## src/inc/core_regs_params.svh

```systemverilog
`ifndef CORE_REGS_PARAMS_SVH
`define CORE_REGS_PARAMS_SVH
// Data-space addresses of the core registers
`define ADDR_POINTER_ONE   8'h80
`define ADDR_POINTER_TWO   8'h81
`define ADDR_SHORT_ONE     8'h82
`define ADDR_SHORT_SECOND  8'h83
`define ADDR_ACCUMULATOR   8'hFF
// Reset values
`define RESET_BYTE         8'h00
`define RESET_PC           12'hFFE
`define RESET_BANK         4'h0
// Stack geometry
`define STACK_LEVELS       6
`define STACK_DEPTH_W      3
`define PC_WIDTH           12
`endif

```

## src/inc/core_regs_pkg.sv

```systemverilog
package core_regs_pkg;
  // Execution contexts, one-hot
  typedef enum logic [2:0] {
    CTX_NORMAL = 3'b001,
    CTX_IRQ    = 3'b010,
    CTX_URGENT = 3'b100
  } ctx_e;
  // Program counter update sources
  typedef enum logic [2:0] {
    PC_HOLD   = 3'h0,
    PC_STEP   = 3'h1,
    PC_BRANCH = 3'h2,
    PC_LOAD   = 3'h3,
    PC_CALL   = 3'h4,
    PC_VECTOR = 3'h5,
    PC_RETURN = 3'h6
  } pc_op_e;
endpackage : core_regs_pkg

```

## src/logic/cpu_core_registers_stack.sv

```systemverilog
`timescale 1ns/1ps
`include "core_regs_params.svh"
module cpu_core_registers_stack #(
  parameter int LEVELS = `STACK_LEVELS,
  parameter int PCW    = `PC_WIDTH
) (
  // Clock and reset
  input  wire logic              mclk,
  input  wire logic              rst_n,
  // Data-space port from the sequencer
  input  wire logic [7:0]        ds_addr,
  input  wire logic              ds_wr,
  input  wire logic [7:0]        ds_wdata,
  output logic      [7:0]        ds_rdata,
  output logic                   ds_hit,
  // Program counter control
  input  wire logic [2:0]        pc_op,
  input  wire logic [PCW-1:0]    pc_target,
  input  wire logic [7:0]        branch_offset,
  input  wire logic              bank_wr,
  input  wire logic [3:0]        bank_wdata,
  output logic      [PCW-1:0]    pc,
  output logic      [PCW+3:0]    prog_addr,
  // Context events
  input  wire logic              irq_enter,
  input  wire logic              urgent_enter,
  input  wire logic              irq_exit,
  // Flag update from the ALU
  input  wire logic              flag_c_we,
  input  wire logic              flag_c_in,
  input  wire logic              flag_z_we,
  input  wire logic              flag_z_in,
  output logic                   carry,
  output logic                   zero,
  output logic      [2:0]        context_sel,
  output logic      [LEVELS-1:0] stack_valid
);

  // Depth counter width bounds the levels; the push slice needs two
  generate
    if (LEVELS < 2 || LEVELS >= (1 << `STACK_DEPTH_W) || PCW != `PC_WIDTH)
    begin : g_bad_params
      $error("cpu_core_registers_stack: unsupported parameters");
    end
  endgenerate

  // Whole module state
  typedef struct packed {
    logic [7:0]              acc;
    logic [7:0]              ptr_one;
    logic [7:0]              ptr_two;
    logic [7:0]              sd_one;
    logic [7:0]              sd_two;
    logic [PCW-1:0]          pc;
    logic [3:0]              bank;
    logic [LEVELS-1:0][PCW-1:0] stk;
    logic [`STACK_DEPTH_W-1:0]  depth;
    core_regs_pkg::ctx_e     ctx;
    core_regs_pkg::ctx_e     prev_ctx;
    logic [2:0]              cf;
    logic [2:0]              zf;
  } state_s;

  state_s st_reg;
  state_s st_next;

  // Shared data-space decoder for reads and writes
  function automatic logic [2:0] dec(input logic [7:0] a);
    unique case (a)
      `ADDR_ACCUMULATOR:  dec = 3'h1;
      `ADDR_POINTER_ONE:  dec = 3'h2;
      `ADDR_POINTER_TWO:  dec = 3'h3;
      `ADDR_SHORT_ONE:    dec = 3'h4;
      `ADDR_SHORT_SECOND: dec = 3'h5;
      default:            dec = 3'h0;
    endcase
  endfunction : dec

  // Context index of a one-hot code
  function automatic int unsigned cidx(input logic [2:0] c);
    cidx = c[2] ? 2 : (c[1] ? 1 : 0);
  endfunction : cidx

  logic [2:0] wsel;
  logic [2:0] rsel;
  logic [1:0] ci;
  logic [PCW-1:0] pc_inc;

  assign wsel = dec(ds_addr);
  assign rsel = dec(ds_addr);
  assign ci   = 2'(cidx(st_reg.ctx));
  assign pc_inc = st_reg.pc + 12'h001;

  // Next-state logic
  always_comb
  begin
    st_next = st_reg;
    // Every addressing mode arrives as a plain address here, so direct,
    // short direct and bit direct all resolve the same way.
    if (ds_wr)
    begin
      unique case (wsel)
        3'h1: st_next.acc     = ds_wdata;
        3'h2: st_next.ptr_one = ds_wdata;
        3'h3: st_next.ptr_two = ds_wdata;
        3'h4: st_next.sd_one  = ds_wdata;
        3'h5: st_next.sd_two  = ds_wdata;
        default: ;
      endcase
    end
    if (bank_wr)
      st_next.bank = bank_wdata;
    // Program counter sources
    unique case (pc_op)
      core_regs_pkg::PC_STEP:
        st_next.pc = pc_inc;
      core_regs_pkg::PC_BRANCH:
        st_next.pc = st_reg.pc + {{(PCW-8){branch_offset[7]}},
                                  branch_offset};
      core_regs_pkg::PC_LOAD, core_regs_pkg::PC_VECTOR:
        st_next.pc = pc_target;
      core_regs_pkg::PC_CALL:
      begin
        st_next.pc = pc_target;
        // Push; the deepest level falls off the end
        st_next.stk = {st_reg.stk[LEVELS-2:0], pc_inc};
        if (st_reg.depth != 3'(LEVELS))
          st_next.depth = st_reg.depth + 3'h1;
      end
      core_regs_pkg::PC_RETURN:
      begin
        if (st_reg.depth != 3'h0)
        begin
          st_next.pc    = st_reg.stk[0];
          st_next.stk   = {st_reg.stk[LEVELS-1], st_reg.stk[LEVELS-1:1]};
          st_next.depth = st_reg.depth - 3'h1;
        end
        else
          st_next.pc = pc_inc;
      end
      default: ;
    endcase
    // Flag writes touch only the active pair; others keep their value
    if (flag_c_we)
      st_next.cf[ci] = flag_c_in;
    if (flag_z_we)
      st_next.zf[ci] = flag_z_in;
    // Context switching; only one level of return memory is kept
    if (urgent_enter)
    begin
      st_next.prev_ctx = st_reg.ctx;
      st_next.ctx      = core_regs_pkg::CTX_URGENT;
    end
    else if (irq_enter)
    begin
      st_next.prev_ctx = st_reg.ctx;
      st_next.ctx      = core_regs_pkg::CTX_IRQ;
    end
    else if (irq_exit)
    begin
      st_next.ctx      = st_reg.prev_ctx;
      st_next.prev_ctx = core_regs_pkg::CTX_NORMAL;
    end
  end

  // State register; reset enters the non-maskable context
  always_ff @(posedge mclk or negedge rst_n)
  begin
    if (!rst_n)
    begin
      st_reg          <= '0;
      st_reg.pc       <= `RESET_PC;
      st_reg.bank     <= `RESET_BANK;
      st_reg.ctx      <= core_regs_pkg::CTX_URGENT;
      st_reg.prev_ctx <= core_regs_pkg::CTX_NORMAL;
    end
    else
      st_reg <= st_next;
  end

  // Read mux and outputs
  always_comb
  begin
    unique case (rsel)
      3'h1:    ds_rdata = st_reg.acc;
      3'h2:    ds_rdata = st_reg.ptr_one;
      3'h3:    ds_rdata = st_reg.ptr_two;
      3'h4:    ds_rdata = st_reg.sd_one;
      3'h5:    ds_rdata = st_reg.sd_two;
      default: ds_rdata = `RESET_BYTE;
    endcase
    ds_hit = (rsel != 3'h0);
  end

  assign pc          = st_reg.pc;
  assign prog_addr   = {st_reg.bank, st_reg.pc};
  assign carry       = st_reg.cf[ci];
  assign zero        = st_reg.zf[ci];
  assign context_sel = st_reg.ctx;

  // Occupancy view of the stack, one bit per filled level
  genvar g;
  generate
    for (g = 0; g < LEVELS; g++)
    begin : g_valid
      assign stack_valid[g] = (st_reg.depth > 3'(g));
    end
  endgenerate

  // Data-space checks; reads are combinational, writes land next edge
  acc_write_a: assert property (
    @(posedge mclk) disable iff (!rst_n)
    ds_wr && ds_addr == `ADDR_ACCUMULATOR
    |=> st_reg.acc == $past(ds_wdata))
    else $error("accumulator write lost");
  ptr_read_a: assert property (
    @(posedge mclk) disable iff (!rst_n)
    ds_addr == `ADDR_POINTER_TWO |-> ds_rdata == st_reg.ptr_two)
    else $error("pointer read mismatch");
  ptr_write_a: assert property (
    @(posedge mclk) disable iff (!rst_n)
    ds_wr && ds_addr == `ADDR_POINTER_ONE
    |=> st_reg.ptr_one == $past(ds_wdata))
    else $error("pointer write lost");
  short_write_a: assert property (
    @(posedge mclk) disable iff (!rst_n)
    ds_wr && ds_addr == `ADDR_SHORT_SECOND
    |=> st_reg.sd_two == $past(ds_wdata))
    else $error("short-direct write lost");
  decode_hit_a: assert property (
    @(posedge mclk) disable iff (!rst_n)
    ds_hit == (ds_addr inside {`ADDR_POINTER_ONE, `ADDR_POINTER_TWO,
      `ADDR_SHORT_ONE, `ADDR_SHORT_SECOND, `ADDR_ACCUMULATOR}))
    else $error("data-space decode wrong");
  // Program counter checks
  pc_step_a: assert property (
    @(posedge mclk) disable iff (!rst_n)
    pc_op == core_regs_pkg::PC_STEP |=> pc == $past(pc) + 12'h001)
    else $error("pc step wrong");
  branch_add_a: assert property (
    @(posedge mclk) disable iff (!rst_n)
    pc_op == core_regs_pkg::PC_BRANCH
    |=> pc == $past(pc) + {{(PCW-8){$past(branch_offset[7])}},
                           $past(branch_offset)})
    else $error("branch sum wrong");
  jump_load_a: assert property (
    @(posedge mclk) disable iff (!rst_n)
    pc_op == core_regs_pkg::PC_LOAD || pc_op == core_regs_pkg::PC_VECTOR
    |=> pc == $past(pc_target))
    else $error("pc load wrong");
  bank_load_a: assert property (
    @(posedge mclk) disable iff (!rst_n)
    bank_wr |=> prog_addr[PCW+3:PCW] == $past(bank_wdata))
    else $error("bank write lost");
  // Return stack checks
  call_push_a: assert property (
    @(posedge mclk) disable iff (!rst_n)
    pc_op == core_regs_pkg::PC_CALL
    |=> st_reg.stk[0] == $past(pc) + 12'h001 && pc == $past(pc_target))
    else $error("call push wrong");
  ret_pop_a: assert property (
    @(posedge mclk) disable iff (!rst_n)
    pc_op == core_regs_pkg::PC_RETURN && st_reg.depth != 3'h0
    |=> pc == $past(st_reg.stk[0]))
    else $error("return pop wrong");
  stack_cap_a: assert property (
    @(posedge mclk) disable iff (!rst_n)
    st_reg.depth <= 3'(LEVELS))
    else $error("stack depth overflow");
  deep_drop_a: assert property (
    @(posedge mclk) disable iff (!rst_n)
    pc_op == core_regs_pkg::PC_CALL && st_reg.depth == 3'(LEVELS)
    |=> st_reg.depth == 3'(LEVELS)
        && st_reg.stk[LEVELS-1] == $past(st_reg.stk[LEVELS-2]))
    else $error("overflow push wrong");
  empty_ret_a: assert property (
    @(posedge mclk) disable iff (!rst_n)
    pc_op == core_regs_pkg::PC_RETURN && st_reg.depth == 3'h0
    |=> pc == $past(pc) + 12'h001 && st_reg.depth == 3'h0)
    else $error("empty return wrong");
  stack_shape_a: assert property (
    @(posedge mclk) disable iff (!rst_n)
    (LEVELS'(stack_valid + 1'b1) & stack_valid) == '0)
    else $error("stack occupancy not contiguous");
  // Context and flag checks; a flag write in a switch cycle hits the old pair
  reset_ctx_a: assert property (
    @(posedge mclk)
    $rose(rst_n) |-> context_sel == core_regs_pkg::CTX_URGENT
      && pc == `RESET_PC && stack_valid == '0)
    else $error("reset state wrong");
  ctx_onehot_a: assert property (
    @(posedge mclk) disable iff (!rst_n)
    $onehot(context_sel))
    else $error("context code illegal");
  urgent_entry_a: assert property (
    @(posedge mclk) disable iff (!rst_n)
    urgent_enter |=> context_sel == core_regs_pkg::CTX_URGENT)
    else $error("urgent entry missed");
  irq_entry_a: assert property (
    @(posedge mclk) disable iff (!rst_n)
    irq_enter && !urgent_enter |=> context_sel == core_regs_pkg::CTX_IRQ)
    else $error("interrupt entry missed");
  irq_ctx_a: assert property (
    @(posedge mclk) disable iff (!rst_n)
    irq_enter && !urgent_enter ##1 irq_exit && !irq_enter && !urgent_enter
    |=> context_sel == $past(context_sel, 2))
    else $error("context not restored");
  flag_keep_a: assert property (
    @(posedge mclk) disable iff (!rst_n)
    (irq_enter || urgent_enter || irq_exit) && !flag_c_we
    |=> st_reg.cf == $past(st_reg.cf))
    else $error("flags changed on switch");
  pair_guard_a: assert property (
    @(posedge mclk) disable iff (!rst_n)
    flag_c_we |=> (st_reg.cf & ~$past(st_reg.ctx))
      == ($past(st_reg.cf) & ~$past(st_reg.ctx)))
    else $error("inactive carry touched");
  carry_write_a: assert property (
    @(posedge mclk) disable iff (!rst_n)
    flag_c_we && !irq_enter && !urgent_enter && !irq_exit
    |=> carry == $past(flag_c_in))
    else $error("carry write lost");
  zero_write_a: assert property (
    @(posedge mclk) disable iff (!rst_n)
    flag_z_we && !irq_enter && !urgent_enter && !irq_exit
    |=> zero == $past(flag_z_in))
    else $error("zero write lost");

endmodule : cpu_core_registers_stack

```

## config.mk

```make
export PLATFORM = sky130hd
export DESIGN_NAME = cpu_core_registers_stack
export DESIGN_NICKNAME = d
export VERILOG_FILES = /design/src/inc/core_regs_pkg.sv /design/src/logic/cpu_core_registers_stack.sv
export VERILOG_INCLUDE_DIRS = /design/src /design/src/inc
export SDC_FILE = /design/constraint.sdc
export NUM_CORES = 1
export LEC_CHECK = 0
export BUFFER_PORTS_ARGS = -buffer_cell sky130_fd_sc_hd__clkbuf_2
export CORE_AREA = 3 3 139 141
export CTS_CLUSTER_SIZE = 10
export DETAILED_ROUTE_END_ITERATION = 6
export DIE_AREA = 0 0 142 144
export PLACE_DENSITY = 0.72
export SLEW_MARGIN = 20
export SYNTH_ARGS = -nofsm -noshare
export SYNTH_HDL_FRONTEND = slang
export SYNTH_SLANG_ARGS = --single-unit
```

## constraint.sdc

```tcl
create_clock -name mclk -period 4.7 [get_ports mclk]
set_input_delay 0.47 -clock mclk [delete_from_list [all_inputs] [get_ports mclk]]
set_output_delay 0.47 -clock mclk [all_outputs]
set_load 0.03 [all_outputs]
```

==> run summary, run 1 <==
CTS max path bufs = 2
Slew Limit Fails = 0
register area share after synthesis = 44.4%
Critical Path AT = 2.35 ns
largest cells by area after synthesis = dfrtp_1, mux2i_1, mux2_2
crit end category = primary output
Top FF cell, synth = dfrtp_1
GRT Resource Usage Total = 17.4%
Bufs and invs on worst path = 2
status = finished, final reports clean
net count after synthesis = 896
skew final = 0.0109 ns
Pleak = 4.47 nW
Initial Util = 44.7%
Max-slew headroom = 32.5%
slowest stage delay, CP = 0.74 ns
CTS buffer count = 17
die area = 0.0204 mm^2
design area = 0.00916 mm^2
drt wl/cell = 15.6 um
Cell Rows = 49
most instantiated cells after synthesis = dfrtp_1, nand2_1, o21ai_0
R2R Path Start = pc[1]
# resized after CTS = 0
vias in the first global route = 5873
diode count = 0
Reg clk slew, reported paths = 0.05 ns
Sink Count = 143
Slowest cell on crit path = or4_1
max reg flops = 124
Ports = 102
placed cell area = 0.00854 mm^2
Tcrit/Tclk final = 59.9%
CP startpoint = ds_addr[3]
First-pass DRT Iterations = 5
Synth top area share = 40.2%
ys async rst share = 100%
DR vias/cell = 5.52
most frequent cell after synthesis = dfrtp_1
largest net degree at the start of global routing = 102
RSZ-0062 raised after global routing = no
Hold Path Class = in -> async
WP data required = 4.23 ns
min cycle time layout = 2.82 ns
total gr overflow = 0
Hold Fails Final Rpt = 0
CTS tree = built
total wire length = 17500 um
PwrDens = 509 mW/mm^2
hpwl dp = 11900 um
CTS Hold Bufs = 0
crit-path max FO = 15
slew of the pin with the lowest slew margin = 1.01 ns
critical path class = in -> out
share of layout cells above drive strength 1 = 25.0%
Distinct cells, synth = 65
FF+latch count, synth = 143
global-route wire length before repair = 29300 um
initial DRC count = 481
final antenna-violating net count = 0
Achievable Freq = 355 MHz
die height = 144 um
core footprint = 0.0181 mm^2
H-tree Lvls = 4
Clk Latency, worst-skew pair = 0.41 ns
Placer Congestion = 0.872
Startpoint Class = primary input
setup_tns = 0 ns
Final setup viols = 0
Gate Count Post-Synth = 823
P&R area growth vs syn = 13.2%
clock root buffer = clkbuf_16
via count = 6191
Syn. warnings = 0
MaxCap Viol Count = 0
die width = 142 um
Synth area leader = dfrtp_1
Net count, final = 952
Top delay family on crit path = simple AND/OR/NAND/NOR gates
antenna violations before repair = 0
Port Buffers = 101
# DRC = 0
number of synthesized flops with an enable pin = 0
Peak VDD IR = 0.295 mV
post-synthesis cell area = 0.00809 mm^2
synthesized area per cell = 9.83 um^2
setup bufs post-CTS = 0
critical-path cell list = clkbuf_2, or2_1, or4_1, nor3_4, a21oi_1, nor2_1, clkbuf_2
cell mode on critical path = clkbuf_2
-- layout by cell type (no fill, tap or decap), drive strengths merged, types with 8 or more instances in the layout --
master,Yosys,final
mux2i,63,63
inv,13,17
a211oi,11,11
nor3,11,11
ha,18,18
dfrtp,130,130
mux2,63,63
o21ai,95,95
a21oi,42,42
xnor2,10,10
dfstp,13,13
buf,44,9
clkbuf,28,120
nand2,114,114
nand3,11,11
nor2b,8,8
nor2,57,57
-- routing by layer --
metal	up-vias	GRT usage, %	part of all wire, %
li1	3014	-	-
met1	3043	24.2	47
met2	121	27.7	48
met3	13	3.87	3.9
met4	0	4.39	1.1
met5	-	0	0
-- final timing paths --
kind | endpoint | depth (start not counted) | slack [ns]
hold / removal | st_reg[5] | 1 | 0.18
max in group asynchronous | st_reg[80] | 2 | 3.40
hold reg to reg | st_reg[113] | 1 | 0.50
setup reg to reg | pc[9] | 7 | 2.23
min in group mclk | context_sel[2] | 2 | 0.29
setup / recovery | ds_rdata[7] | 7 | 1.88
-- final cells by class --
type	count	area [um^2]
Inverter	13	48.8
Timing Repair Buffer	109	584
Multi-Input combinational cell	595	4040
Sequential cell	143	3590
Tap cell	229	287
Fill cell	1616	8930
Clock buffer	20	447
Clock inverter	12	156
-- through the flow --
step	hold WS, ns	std cells	power [mW]	util [%]	setup slack (ns)
after floorplan	0.174	823	2.96	-	2.18
after global routing	0.252	1121	4.98	50.6	1.68
after detailed placement	0.490	1088	3.30	47.2	1.63
final	0.176	1121	4.66	50.6	1.88
after CTS	0.203	1120	4.70	50.5	1.86
after global placement	0.485	1088	3.24	47.2	1.69
-- power by group --
part	total [mW]	switching, mW	internal [mW]
Sequential	1.93	0.331	1.60
Combinational	1.35	0.788	0.557
Clock	1.38	0.526	0.854
-- cell families (layout without fill, tap and decap cells) --
kind of cell / count (synthesis) / in the layout / synth area share (%)
adders and majority gates: 19 / 19 / 3.03
and+or+nand+nor: 231 / 231 / 12.9
AOI/OAI and AO/OA: 200 / 200 / 14.6
DFF: 143 / 143 / 44.4
muxes: 128 / 128 / 17.5
xor gates and xnor gates: 17 / 17 / 1.84
buffers and inverters: 85 / 154 / 5.69
-- worst reg2reg max path: cells and delay by family, from the launching register on --
| kind | cells | cell delay [ns] |
|---|---|---|
| adder cells (fa/ha/maj) | 1 | 0.26 |
| AO/OA/AOI/OAI | 4 | 1.18 |
| flip-flops | 1 | 0.62 |
| AND/OR/NAND/NOR | 1 | 0.12 |
| XOR/XNOR | 1 | 0.19 |
Note: power is estimated with default switching activity, not from simulation.
==> inputs of run 2 (changes only) <==
Clock period 4.7 ns to 2.7 ns, I/O delays scaled along.
==> run 2 against run 1 <==
Effect of this change:
- largest cell class unchanged
- die area stayed put
- largest power group unchanged
- sequential cell count unchanged
- global-route usage fell by 0.072 points
- highest routed layer unchanged
==> run summary, run 2 (synthesis results as in run 1) <==
Achievable Freq = 408 MHz
hold endpoint = prog_addr[12]
slew of the pin with the lowest slew margin = 0.614 ns
die width = 142 um
worst reg2reg path depth = 9
R2R Setup Slk = 0.25 ns
P&R area growth vs syn = 14.9%
Layout Utilization = 51.4%
largest net degree at the start of global routing = 72
P_sw = 2.82 mW
most frequent cells in the layout = dfrtp_1, nand2_1, clkbuf_2
DR vias/cell = 5.46
die area = 0.0204 mm^2
Peak VDD IR = 0.569 mV
crit-path max FO = 31
Placer Congestion = 0.905
Ports = 102
final antenna-violating net count = 0
Port Buffers = 101
WP data required = 2.98 ns
CTS buffer count = 17
setup bufs post-CTS = 0
min cycle time layout = 2.45 ns
sequential share of power = 42.0%
drt wl/cell = 15.3 um
CTS tree = built
HP Start = bank_wdata[0]
total gr overflow = 0
number of fill cells = 1629
clock root buffer = clkbuf_16
RSZ-0062 raised after global routing = no
sw frac = 35.4%
diode count = 0
Multi-input gate area = 0.00404 mm^2
Net count, final = 971
core footprint = 0.0181 mm^2
skew final = 0.00924 ns
global-route wire length before repair = 29100 um
vias in the first global route = 6131
crit end category = register
status = finished, final reports clean
Register Area = 0.00359 mm^2
Cell Rows = 49
Tcrit/Tclk final = 90.8%
initial DRC count = 410
Startpoint Class = register
H-tree Lvls = 4
Pleak = 4.56 nW
MaxCap Viol Count = 0
Clk Latency, worst-skew pair = 0.41 ns
Critical Path AT = 2.73 ns
First-pass DRT Iterations = 5
Sink Count = 143
P_int = 5.14 mW
# resized after CTS = 0
hold path depth = 2
R2R Path End = st_reg[14]
max reg flops = 124
via count = 6215
R2R Path Start = st_reg[12]
CTS max path bufs = 2
clock share of power = 28.1%
Hold Path Class = in -> reg
GRT Resource Usage Total = 17.3%
Max-slew headroom = 58.9%
Slew Limit Fails = 0
total wire length = 17400 um
Initial Util = 44.7%
antenna violations before repair = 0
most common cell after layout, fill and taps aside = dfrtp_1
Hold Fails Final Rpt = 0
critical path class = reg -> reg
Reg clk slew, reported paths = 0.06 ns
share of layout cells above drive strength 1 = 26.4%
hpwl dp = 12400 um
die height = 144 um
PwrDens = 856 mW/mm^2
Logic pwr share = 30.0%
Final setup viols = 0
setup_tns = 0 ns
# DRC = 0
## run 2: through the flow
stage          instances  total power [mW]  hold slack, ns  cell area [um^2]  worst slack, ns
2_1_floorplan        823              5.16         -0.0256              8090            0.557
3_3_place_gp        1107              5.67           0.305              8720            0.351
3_5_place_dp        1107              5.76           0.296              8720            0.288
5_1_grt             1138              8.52          0.0752              9290          0.00858
6_report            1138              7.96          0.0908              9290            0.248
4_1_cts             1138              8.03          0.0694              9290            0.266
## run 2: worst max-delay path, cell delays in order, from the launching register on
cell and delay [ns]:
dfrtp_1 0.43, inv_1 0.16, ha_1 0.17, nor2b_1 0.50, nor2_1 0.26, nor2_4 0.32, buf_12 0.21, nor2_1 0.05
mux2i_1 0.12, o21ai_0 0.09
## run 2: how the worst max path moves through the flow
stage / from / end / slack, ns / depth (start not counted)
after floorplan: st_reg[12] / st_reg[15] / 0.56 / 8
after global placement: st_reg[12] / st_reg[13] / 0.35 / 8
after detailed placement: st_reg[12] / st_reg[14] / 0.29 / 9
after CTS: st_reg[12] / st_reg[14] / 0.27 / 9
after global routing: st_reg[13] / st_reg[14] / 0.009 / 9
final: st_reg[12] / st_reg[14] / 0.25 / 9
## run 2: repair_timing
item / in CTS / in global routing
setup endpoints to repair: 0 / 0
hold endpoints to repair: 54 / 0
hold buffers: 1 / 0
## run 2: metal layers
metal  vias to the layer above  wire [um]  global-route usage, %
li1                       3059          -                      -
met5                         -          0                      0
met3                        16        644                   3.74
met4                         0        214                   5.35
met2                       119       8530                   28.7
met1                      3021       8030                   22.9
## run 2: layout make-up
type                    instances  share of cell area [%]
multi-input cells             595                    43.5
flip-flops and latches        143                    38.7
repair buffers                128                    8.12
clock buffers                  22                    5.21
well taps                     229                    3.08
clock inverters                 8                   0.889
inverters                      13                   0.525
## run 2: power by group through the flow
stage	clock network [mW]	registers (mW)	logic, mW
6_report	2.23	3.34	2.39
5_1_grt	2.38	3.44	2.70
4_1_cts	2.29	3.34	2.40
3_5_place_dp	0	3.37	2.39
3_3_place_gp	0	3.35	2.32
2_1_floorplan	0	3.19	1.97
==> inputs of run 3 (changes only) <==
Settings changed: CORE_AREA 3 3 139 141 to 3 3 147 149, DIE_AREA 0 0 142 144 to 0 0 150 152, GPL_ROUTABILITY_DRIVEN set to 1, PLACE_DENSITY 0.72 to 0.67.
==> run 3 against run 2 <==
Effect of this change:
- die area increased by 12%
- final area is 0.89% higher
- sequential power barely moved
- combinational power about the same
- register-to-register slack gained 0.02 ns
- worst setup slack gained 0.022 ns
- largest power group unchanged
- power up 3.6%
- highest routed layer unchanged
- clock skew fell by 0.0034 ns
- wire length rose by 2.1%
- clock power is 13% higher
==> run summary, run 3 (synthesis results as in run 1) <==
total wire length = 17800 um
H-tree Lvls = 4
Top delay family on crit path = compound AO/OA/AOI/OAI gates
GRT Resource Usage Total = 15.7%
die width = 150 um
sequential share of power = 40.5%
hpwl dp = 12600 um
Startpoint Class = register
Top Layer Used = met4
setup_tns = 0 ns
Hold Path Class = in -> reg
R2R Setup Slk = 0.27 ns
P_int = 5.34 mW
Slowest cell on crit path = nor2b_1
Logic pwr share = 28.9%
critical path class = reg -> reg
crit-path max FO = 10
First-pass DRT Iterations = 4
Peak VDD IR = 0.432 mV
Non-Filler Instances = 1176
RSZ-0062 raised after global routing = no
Net count, final = 966
Post-Route M1 WL = 8280 um
DR vias/cell = 5.24
CTS max path bufs = 2
Clk Latency, worst-skew pair = 0.42 ns
CTS tree = built
largest net degree at the start of global routing = 72
critical-path cell list = inv_1, ha_1, nor2b_1, inv_2, a21o_1, a22o_1, a22oi_1, o21ai_0, o22a_1
PwrDens = 880 mW/mm^2
Max-slew headroom = 53.5%
MaxCap Viol Count = 0
CTS buffer count = 17
Ports = 102
Achievable Freq = 411 MHz
Port Buffers = 101
max reg flops = 124
P_sw = 2.91 mW
Cell Rows = 52
die area = 0.0228 mm^2
die height = 152 um
Sink Count = 143
WP data required = 3.06 ns
via count = 6164
initial DRC count = 386
met3 WL = 632 um
Tcrit/Tclk final = 90.0%
final antenna-violating net count = 0
share of layout cells above drive strength 1 = 26.2%
Bufs and invs on worst path = 2
sw frac = 35.2%
Slew Limit Fails = 0
clock share of power = 30.6%
total power = 8.25 mW
min cycle time layout = 2.43 ns
Reg clk slew, reported paths = 0.06 ns
Cells after DPL = 1143
Placer Congestion = 0.879
setup bufs post-CTS = 0
slowest stage delay, CP = 0.50 ns
global-route wire length before repair = 29800 um
slew of the pin with the lowest slew margin = 0.695 ns
drt wl/cell = 15.1 um
vias in the first global route = 5962
crit end category = register
Initial Util = 39.8%
Hold Fails Final Rpt = 0
P&R area growth vs syn = 15.9%
core footprint = 0.0203 mm^2
antenna violations before repair = 0
Final setup viols = 0
total gr overflow = 0
diode count = 0
# DRC = 0
most common cell after layout, fill and taps aside = dfrtp_1
status = finished, final reports clean
Pleak = 4.56 nW
met2 wire length = 8610 um
Critical Path AT = 2.79 ns
skew final = 0.00583 ns
most frequent cells in the layout = dfrtp_1, nand2_1, clkbuf_2
clock root buffer = clkbuf_16
## run 3: cell types whose count changed in the layout (fill, tap and decap cells not counted), sizes merged
cell      previous run  this run
inv                 14        18
buf                 27        22
clkinvlp             1         3
clkbuf             122       118
clkinv               5         2
bufinv               1         4
## run 3: timing repair
| item | 4_1_cts | 5_1_grt |
|---|---|---|
| resized for setup | 0 | 0 |
| hold buffers | 1 | 0 |
| hold endpoints to repair | 50 | 0 |
## run 3: layout make-up
type / instances / area [um^2]
Tap cell: 270 / 338
Inverter: 13 / 48.8
Clock buffer: 18 / 429
Multi-Input combinational cell: 595 / 4040
Timing Repair Buffer: 123 / 717
Sequential cell: 143 / 3590
Clock inverter: 14 / 206
Fill cell: 1934 / 10900
## run 3: power by group through the flow
| stage | Sequential [mW] | Combinational [mW] | Clock (mW) |
|---|---|---|---|
| global route | 3.44 | 2.68 | 2.68 |
| floorplan | 3.19 | 1.97 | 0 |
| finish | 3.34 | 2.39 | 2.52 |
| detailed placement | 3.38 | 2.40 | 0 |
| CTS | 3.34 | 2.41 | 2.59 |
| global placement | 3.36 | 2.35 | 0 |
## run 3: through the flow
stage,util [%],cell area [um^2],setup WS (ns),hold WS (ns)
after floorplan,-,8090,0.557,-0.0256
after global placement,43.0,8730,0.358,0.285
after detailed placement,43.0,8730,0.298,0.277
after CTS,46.2,9380,0.281,0.0587
after global routing,46.2,9380,0.0450,0.0636
final,46.2,9380,0.270,0.0793
## run 3: worst paths after layout
path / from / endpoint / depth (start not counted)
hold reg to reg: st_reg[0] / st_reg[0] / 1
setup reg to reg: st_reg[12] / pc[6] / 9
setup / recovery: st_reg[12] / pc[6] / 9
hold / removal: irq_enter / context_sel[2] / 2
max in group asynchronous: rst_n / pc[8] / 3
min in group asynchronous: rst_n / st_reg[3] / 2
## run 3: metal layers
metal  vias up  global-route usage, %
met5         -                      0
met4         0                   5.40
met3        21                   3.52
met2       106                   24.1
met1      2995                   22.0
li1       3042                      -
